--- src/verilog/ricfg_pkg.sv ---
// Package of constants and carrier types for the reset, init and configuration store block
package ricfg_pkg;
    // Clock and timing
    localparam int unsigned CLK_HZ            = 40_000_000;
    localparam int unsigned EXIT_MAX_US       = 1000;   // Reset exit at most 1 ms
    localparam int unsigned INIT_MS           = 20;     // Initialization about 20 ms
    localparam int unsigned EXIT_CYCLES       = (CLK_HZ / 1_000_000) * EXIT_MAX_US;
    localparam int unsigned INIT_CYCLES       = (CLK_HZ / 1000) * INIT_MS;
    // Configuration store
    localparam int unsigned CFG_DEPTH         = 16;
    localparam int unsigned CFG_AW            = 4;
    localparam logic [7:0]  CMD_STORE_ALL     = 8'h11;
    localparam logic [7:0]  CMD_ROM_ENTRY     = 8'hd9;  // Boot-ROM entry code, arbitrary
    localparam logic [6:0]  ADDR_FALLBACK     = 7'h7e;  // Address 126
    localparam logic [7:0]  CFG_RESET_VALUE   = 8'h00;
    // Pin counts
    localparam int unsigned FAST_PWM_PINS_W            = 8;
    localparam int unsigned GPIO_W            = 16;
    localparam int unsigned TAP_PINS          = 6;
    localparam int unsigned TAP_GPIO_PINS     = 4;

    // Phases of the device
    typedef enum logic [1:0] {ST_RESET, ST_EXIT, ST_INIT, ST_RUN} ricfg_phase_type;

    // Host command from the bus front end
    typedef struct packed {
        logic       valid;
        logic       send_byte;   // Send-byte: command only
        logic [7:0] code;
        logic [7:0] data;
    } ricfg_cmd_type;

    // Flash write port
    typedef struct packed {
        logic                 we;
        logic [CFG_AW-1:0]    addr;
        logic [7:0]           data;
    } ricfg_flash_wr_type;
endpackage : ricfg_pkg

--- src/verilog/ricfg_top.sv ---
// Reset exit, initialization, configuration store and test-port mux control
`timescale 1ns/100ps
module ricfg_top #(
    parameter int unsigned EXIT_CYCLES_P = ricfg_pkg::EXIT_CYCLES,
    parameter int unsigned INIT_CYCLES_P = ricfg_pkg::INIT_CYCLES
) (
    // Clock and reset
    input  wire logic                               clk_sys_in,
    input  wire logic                               reset_in,
    // Reset sources (asynchronous pins)
    input  wire logic                               supply_good_in,
    input  wire logic                               ext_reset_in_n,
    // Address detect results
    input  wire logic [6:0]                         bus_addr_in,
    input  wire logic                               addr_pin_bad_in,
    // Host commands and configuration writes
    input  wire ricfg_pkg::ricfg_cmd_type           cmd_in,
    // Flash content and state
    input  wire logic [7:0]                         flash_rd_data_in,
    input  wire logic                               flash_blank_in,
    // Run-time pin values from the sequencer core
    input  wire logic [ricfg_pkg::FAST_PWM_PINS_W-1:0]       fast_pwm_pins_val_in,
    input  wire logic [ricfg_pkg::GPIO_W-1:0]       gpio_val_in,
    input  wire logic [ricfg_pkg::GPIO_W-1:0]       gpio_en_in,
    // Pins and status
    output logic [ricfg_pkg::FAST_PWM_PINS_W-1:0]            fast_pwm_pins_out,
    output logic [ricfg_pkg::GPIO_W-1:0]            gpio_pins_out,
    output logic [ricfg_pkg::GPIO_W-1:0]            gpio_pins_oe_out,
    output logic                                    tap_enable_out,
    output logic                                    seq_enable_out,
    output logic                                    in_reset_out,
    output logic                                    init_done_out,
    output logic [6:0]                              bus_addr_out,
    output logic                                    store_busy_out,
    output ricfg_pkg::ricfg_flash_wr_type           flash_wr_out,
    output logic [ricfg_pkg::CFG_AW-1:0]            flash_rd_addr_out
);

    localparam int unsigned CW = 32;

    // Two-stage synchronisers for the asynchronous pins
    logic supply_s1_reg, supply_s2_reg, nrst_s1_reg, nrst_s2_reg;
    always_ff @(posedge clk_sys_in) begin
        supply_s1_reg <= supply_good_in;
        supply_s2_reg <= supply_s1_reg;
        nrst_s1_reg   <= ext_reset_in_n;
        nrst_s2_reg   <= nrst_s1_reg;
    end

    ricfg_pkg::ricfg_phase_type phase_reg;
    logic [CW-1:0] cnt_reg;
    logic          held_reset;
    logic          boot_reg;        // First reset exit since power-up
    logic          load_done_reg;
    logic [ricfg_pkg::CFG_AW:0] load_idx_reg;
    logic [7:0]    cfg_ram [ricfg_pkg::CFG_DEPTH];
    logic          programmed_reg;
    logic [ricfg_pkg::CFG_AW:0] st_idx_reg;

    assign held_reset = reset_in | ~supply_s2_reg | ~nrst_s2_reg;

    // Phase sequencing: reset, exit delay, initialization, run
    always_ff @(posedge clk_sys_in) begin
        if (held_reset) begin
            phase_reg <= ricfg_pkg::ST_RESET;
            cnt_reg   <= '0;
        end else begin
            case (phase_reg)
                ricfg_pkg::ST_RESET: begin
                    phase_reg <= ricfg_pkg::ST_EXIT;
                    cnt_reg   <= '0;
                end
                ricfg_pkg::ST_EXIT: begin
                    if (cnt_reg >= CW'(EXIT_CYCLES_P - 4)) begin // Sync, entry and status flops add four
                        phase_reg <= ricfg_pkg::ST_INIT;
                        cnt_reg   <= '0;
                    end else begin
                        cnt_reg <= cnt_reg + 1'b1;
                    end
                end
                ricfg_pkg::ST_INIT: begin
                    if (cnt_reg >= CW'(INIT_CYCLES_P - 1) && load_done_reg) begin
                        phase_reg <= ricfg_pkg::ST_RUN;
                    end else begin
                        cnt_reg <= cnt_reg + 1'b1;
                    end
                end
                default: phase_reg <= ricfg_pkg::ST_RUN;
            endcase
        end
    end

    // Power-up marker: set only by supply loss or system reset, cleared once the run phase is reached
    always_ff @(posedge clk_sys_in) begin
        if (reset_in | ~supply_s2_reg) begin
            boot_reg <= 1'b1;
        end else if (phase_reg == ricfg_pkg::ST_RUN) begin
            boot_reg <= 1'b0;
        end
    end

    // Flash to RAM load during initialization, one word per cycle
    always_ff @(posedge clk_sys_in) begin
        if (held_reset) begin
            load_idx_reg  <= '0;
            load_done_reg <= 1'b0;
        end else if (phase_reg == ricfg_pkg::ST_INIT && !load_done_reg) begin
            load_idx_reg <= load_idx_reg + 1'b1;
            if (load_idx_reg == (ricfg_pkg::CFG_AW+1)'(ricfg_pkg::CFG_DEPTH)) begin
                load_done_reg <= 1'b1;
            end
        end
    end

    // Store sequence index; CFG_DEPTH means idle
    logic store_start;
    assign store_start = cmd_in.valid && cmd_in.send_byte && cmd_in.code == ricfg_pkg::CMD_STORE_ALL
                         && phase_reg == ricfg_pkg::ST_RUN;

    logic rom_cmd;
    assign rom_cmd = cmd_in.valid && cmd_in.send_byte && cmd_in.code == ricfg_pkg::CMD_ROM_ENTRY
                     && phase_reg == ricfg_pkg::ST_RUN;

    // Configuration RAM: load from flash, host writes
    always_ff @(posedge clk_sys_in) begin
        // Flash read data belongs to the current index
        if (phase_reg == ricfg_pkg::ST_INIT && !load_done_reg && !load_idx_reg[ricfg_pkg::CFG_AW]) begin
            cfg_ram[load_idx_reg[ricfg_pkg::CFG_AW-1:0]] <= flash_rd_data_in;
        end else if (cmd_in.valid && !cmd_in.send_byte && phase_reg == ricfg_pkg::ST_RUN
                     && cmd_in.code[7:ricfg_pkg::CFG_AW] == '0) begin
            cfg_ram[cmd_in.code[ricfg_pkg::CFG_AW-1:0]] <= cmd_in.data;
        end
    end
    assign flash_rd_addr_out = load_idx_reg[ricfg_pkg::CFG_AW-1:0];

    always_ff @(posedge clk_sys_in) begin
        if (held_reset) begin
            st_idx_reg     <= (ricfg_pkg::CFG_AW+1)'(ricfg_pkg::CFG_DEPTH);
            flash_wr_out   <= '0;
            store_busy_out <= 1'b0;
        end else if (store_start && st_idx_reg[ricfg_pkg::CFG_AW]) begin
            st_idx_reg     <= '0;
            store_busy_out <= 1'b1;
            flash_wr_out   <= '0;
        end else if (!st_idx_reg[ricfg_pkg::CFG_AW]) begin
            flash_wr_out.we   <= 1'b1;
            flash_wr_out.addr <= st_idx_reg[ricfg_pkg::CFG_AW-1:0];
            flash_wr_out.data <= cfg_ram[st_idx_reg[ricfg_pkg::CFG_AW-1:0]];
            st_idx_reg        <= st_idx_reg + 1'b1;
        end else begin
            flash_wr_out   <= '0;
            store_busy_out <= 1'b0;
        end
    end

    // Programmed flag is sampled from flash state at end of init
    always_ff @(posedge clk_sys_in) begin
        if (held_reset) begin
            programmed_reg <= 1'b0;
        end else if (phase_reg == ricfg_pkg::ST_INIT && load_done_reg) begin
            programmed_reg <= ~flash_blank_in;
        end
    end

    // Test-port enable
    always_ff @(posedge clk_sys_in) begin
        if (held_reset) begin
            tap_enable_out <= 1'b0;
        end else if (phase_reg == ricfg_pkg::ST_INIT && boot_reg && (flash_blank_in || addr_pin_bad_in)) begin
            tap_enable_out <= 1'b1;
        end else if (rom_cmd) begin
            tap_enable_out <= 1'b1;
        end
    end

    always_ff @(posedge clk_sys_in) begin
        if (held_reset) begin
            bus_addr_out <= ricfg_pkg::ADDR_FALLBACK;
        end else if (phase_reg == ricfg_pkg::ST_INIT) begin
            bus_addr_out <= addr_pin_bad_in ? ricfg_pkg::ADDR_FALLBACK : bus_addr_in;
        end
    end

    // Pin drive by phase
    always_ff @(posedge clk_sys_in) begin
        if (held_reset || phase_reg != ricfg_pkg::ST_RUN) begin
            fast_pwm_pins_out <= '0;
            gpio_pins_out     <= '0;
            gpio_pins_oe_out  <= '0;
            seq_enable_out    <= 1'b0;
        end else begin
            fast_pwm_pins_out <= programmed_reg ? fast_pwm_pins_val_in : '0;
            gpio_pins_out     <= gpio_val_in;
            gpio_pins_oe_out  <= programmed_reg ? gpio_en_in : '0;
            seq_enable_out    <= programmed_reg;
            // Port used for programming
            // Lanes let go in the cycle the port turns on
            if (tap_enable_out || rom_cmd) begin
                gpio_pins_oe_out[ricfg_pkg::TAP_GPIO_PINS-1:0] <= '0;
            end
        end
    end

    // Status flags
    always_ff @(posedge clk_sys_in) begin
        in_reset_out  <= held_reset || phase_reg == ricfg_pkg::ST_RESET || phase_reg == ricfg_pkg::ST_EXIT;
        init_done_out <= !held_reset && phase_reg == ricfg_pkg::ST_RUN;
    end

endmodule : ricfg_top

--- config.mk ---
export PLATFORM = sky130hd
export DESIGN_NAME = ricfg_top
export DESIGN_NICKNAME = d
export VERILOG_FILES = /design/src/verilog/ricfg_pkg.sv /design/src/verilog/ricfg_top.sv
export SDC_FILE = /design/constraint.sdc
export NUM_CORES = 1
export LEC_CHECK = 0
export BUFFER_PORTS_ARGS = -buffer_cell sky130_fd_sc_hd__buf_2
export CAP_MARGIN = 25
export CORE_AREA = 2 2 143 145
export CTS_CLUSTER_DIAMETER = 120
export DETAILED_ROUTE_END_ITERATION = 6
export DIE_AREA = 0 0 145 147
export GPL_TIMING_DRIVEN = 0
export HOLD_SLACK_MARGIN = 0.02
export PLACE_DENSITY = 0.71
export REMOVE_ABC_BUFFERS = 1
export SLEW_MARGIN = 20
export SYNTH_ARGS = -nofsm -noshare
export SYNTH_HDL_FRONTEND = slang
export SYNTH_SLANG_ARGS = --single-unit
--- constraint.sdc ---
create_clock -name clk_sys_in -period 3.8 [get_ports clk_sys_in]
set_clock_uncertainty 0.1 [all_clocks]
set_input_delay 0.38 -clock clk_sys_in [delete_from_list [all_inputs] [get_ports clk_sys_in]]
set_output_delay 0.38 -clock clk_sys_in [all_outputs]
set_load 0.03 [all_outputs]
==> flow_summary.ini <==
[outcome]
outcome = finished clean

[critical_path]
rr_startpoint = phase_reg[0]
slowest_stage = a31oi_1
crit_end = cfg_ram[0][2]
rr_worst_depth = 8
path_max_fanout = 20
crit_type = reg -> reg
cpPeakStageDelay_ns = 0.55
worst_setup_path_end_kind = flop
crit_arrival_ns = 3.57
crit_path_cell_trace = inv_1, ha_2, nor2b_1, nor2b_1, or3_4, nor3_1, a31oi_1, nor2_2
reg2reg_to = cfg_ram[0][2]
cp-startpoint = phase_reg[0]
crit_top_cell = nor2b_1
critPathLaunchType = flop
r2r_setup_slack_ns = 0.32
cp.required_ns = 3.89

[synth]
yosys-top-cells-area = edfxtp_1, dfxtp_1, mux4_2
synth-simple-area-share_pct = 14.1
ys_warn_count = 0
synth_top_area_share_pct = 39.5
syn-cell-area_sq_mm = 0.00974
synth_top_family_by_area = simple AND/OR/NAND/NOR gates
synthTopCellsByCount = edfxtp_1, dfxtp_1, nor2_1
synth_adder_area_share_pct = 1.54
synthMuxAreaShare_pct = 10.4
postSynthCellCount = 725
synth_area_leader_cell = edfxtp_1
synth-xor-area-share_pct = 0.630
synth_edf_count = 128
synth-main-ff-cell = edfxtp_1
yosysMostFrequentCell = edfxtp_1
syn_avg_cell_area_sq_um = 13.4
async_reset_ff_share_pct = 0
ys_types = 52
ys_seq_area_share_pct = 64.2
synth-seq-cells = 248
synth_compound_area_share_pct = 6.61

[floorplanning]
ios = 148
die_y_um = 147
core_sq_mm = 0.0198
die-area_sq_mm = 0.0213
die_w_um = 145
rows = 52
initial_core_util_pct = 49.1

[final_layout]
area_growth_pct = 23.3
layout-drive-gt1-share_pct = 29.1
fin_cells = 1191
seq_area_sq_mm = 0.00625
finish.utilization_pct = 60.5
multi_input_area_sq_mm = 0.00331
nets = 994
largest_reg_flops = 128
fillers = 1498
n_antenna_cell = 0

[detailed_routing]
avgViaCountPerCell = 5.47
first_pass_iters = 5
post-route-drc-count = 0
wl_per_cell_um = 18.2
ant_nets = 0
via_count = 6519
first_iter_violations = 491
totalWireLength_mm = 21.7

[power_and_ir_drop]
ir_worst_vdd_uv = 258
power_density_mw_per_mm2 = 443
power.total_uw = 5320
p_leak_uw = 0.00438

[sta]
max_freq_ghz = 0.288
slew_headroom_pct = 30.1
tightestPinTransition_ns = 1.05
period_minus_slack_ns = 3.48
maxSlewViolCount = 0
rsz0062_at_grt = false
hold_slack_ns = 0.0525
report.final.setup_viol = 0
hold_viol = 0
finalCritPeriodShare_pct = 91.5

[grt]
grt_max_degree = 40
gr-total-overflow = 0
grt_antenna_before_repair = 0
grt_usage_pct = 20.2
grt_pass1_wl_mm = 34.8
grt_pass1_vias = 6485

[place]
io_buffers = 147
hpwl_mm = 14.0
place.gp.congestion = 0.783
dpl.cell_count = 1099

[worst_hold_path]
min_path_type = in -> reg

[clocking]
cts.sinks = 248
cts_tree = done
cts.clk_slew.worst_paths_ns = 0.06
cts-root-buf = clkbuf_16
numCtsBuffers = 25
clkLatencyLatePin_ns = 0.51
htree_levels = 1
clockBufferDepth = 3

[flow_run]
maxCapViolCount = 0
[critical path, delay by kind of cell, from the launching register on]
family,cells,cell delay [ns]
compound gates,1,0.55
simple gates,5,1.62
buf+inv,1,0.12
flops,1,0.37
fa+ha+maj,1,0.39
[final cells by class]
type,instances,share of cell area (%)
sequential,248,52.1
multi-input combinational,419,27.6
timing repair buffer,197,10.5
clock buffer,36,5.97
tap,270,2.81
clock inverter,9,0.657
inverter,12,0.375
[cells in the final DEF, fill, tap and decap left out, types with 16 or more instances in the layout]
master         count
a21oi_1           34
and2_1            37
and3_1            27
buf_2            147
clkbuf_16         25
dfxtp_1          118
dlygate4sd3_1     47
edfxtp_1         128
mux4_2            40
nand2_1           25
nand3_1           18
nor2_1            37
nor2_2            16
o21ai_0           28
[repair_timing]
item                       4_1_cts  5_1_grt
setup endpoints to repair      128      128
setup buffers                    0        0
hold buffers                    47        0
pin swaps                        0        0
hold endpoints to repair        47        0
resized for setup                8       12
[worst min-delay path by stage]
stage | from | endpoint | slack [ns] | cells past startpoint
3_3_place_gp | nrst_s1_reg | nrst_s2_reg | 0.22 | 0
2_1_floorplan | nrst_s1_reg | nrst_s2_reg | 0.21 | 0
3_5_place_dp | supply_s1_reg | supply_s2_reg | 0.22 | 0
5_1_grt | gpio_en_in[0] | gpio_pins_oe_out[0] | 0.04 | 2
6_report | gpio_en_in[3] | gpio_pins_oe_out[3] | 0.05 | 2
4_1_cts | gpio_en_in[1] | gpio_pins_oe_out[1] | 0.03 | 2
[metal layers]
metal  track usage [%]  up-vias  wire (um)
li1                  -     3082          -
met1              27.4     3246       9420
met2              34.6      154      11000
met3              3.23       37        894
met4              5.00        0        444
met5                 0        -          0
[stage by stage]
| step | worst slack (ns) | setup TNS (ns) | area (sq um) |
|---|---|---|---|
| 2_1_floorplan | 0.538 | 0 | 9530 |
| 3_3_place_gp | -0.809 | -49.09 | 10600 |
| 3_5_place_dp | -0.372 | -37.48 | 10700 |
| 4_1_cts | -0.0470 | -0.946 | 12000 |
| 5_1_grt | 0.103 | 0 | 12000 |
| 6_report | 0.324 | 0 | 12000 |
[cells by family (layout without fill, tap and decap cells)]
kind of cell,after synthesis,in the layout
compound gates,108,108
xor+xnor,7,7
fa+ha+maj,12,12
buf+inv,58,254
flops,248,248
mux,50,50
simple gates,242,242
[where the power goes]
group	switching (uW)	internal (uW)
Sequential	2.49	2810
Clock	981	1380
Combinational	66.0	74.3
Power figures use the tool's default switching activity.
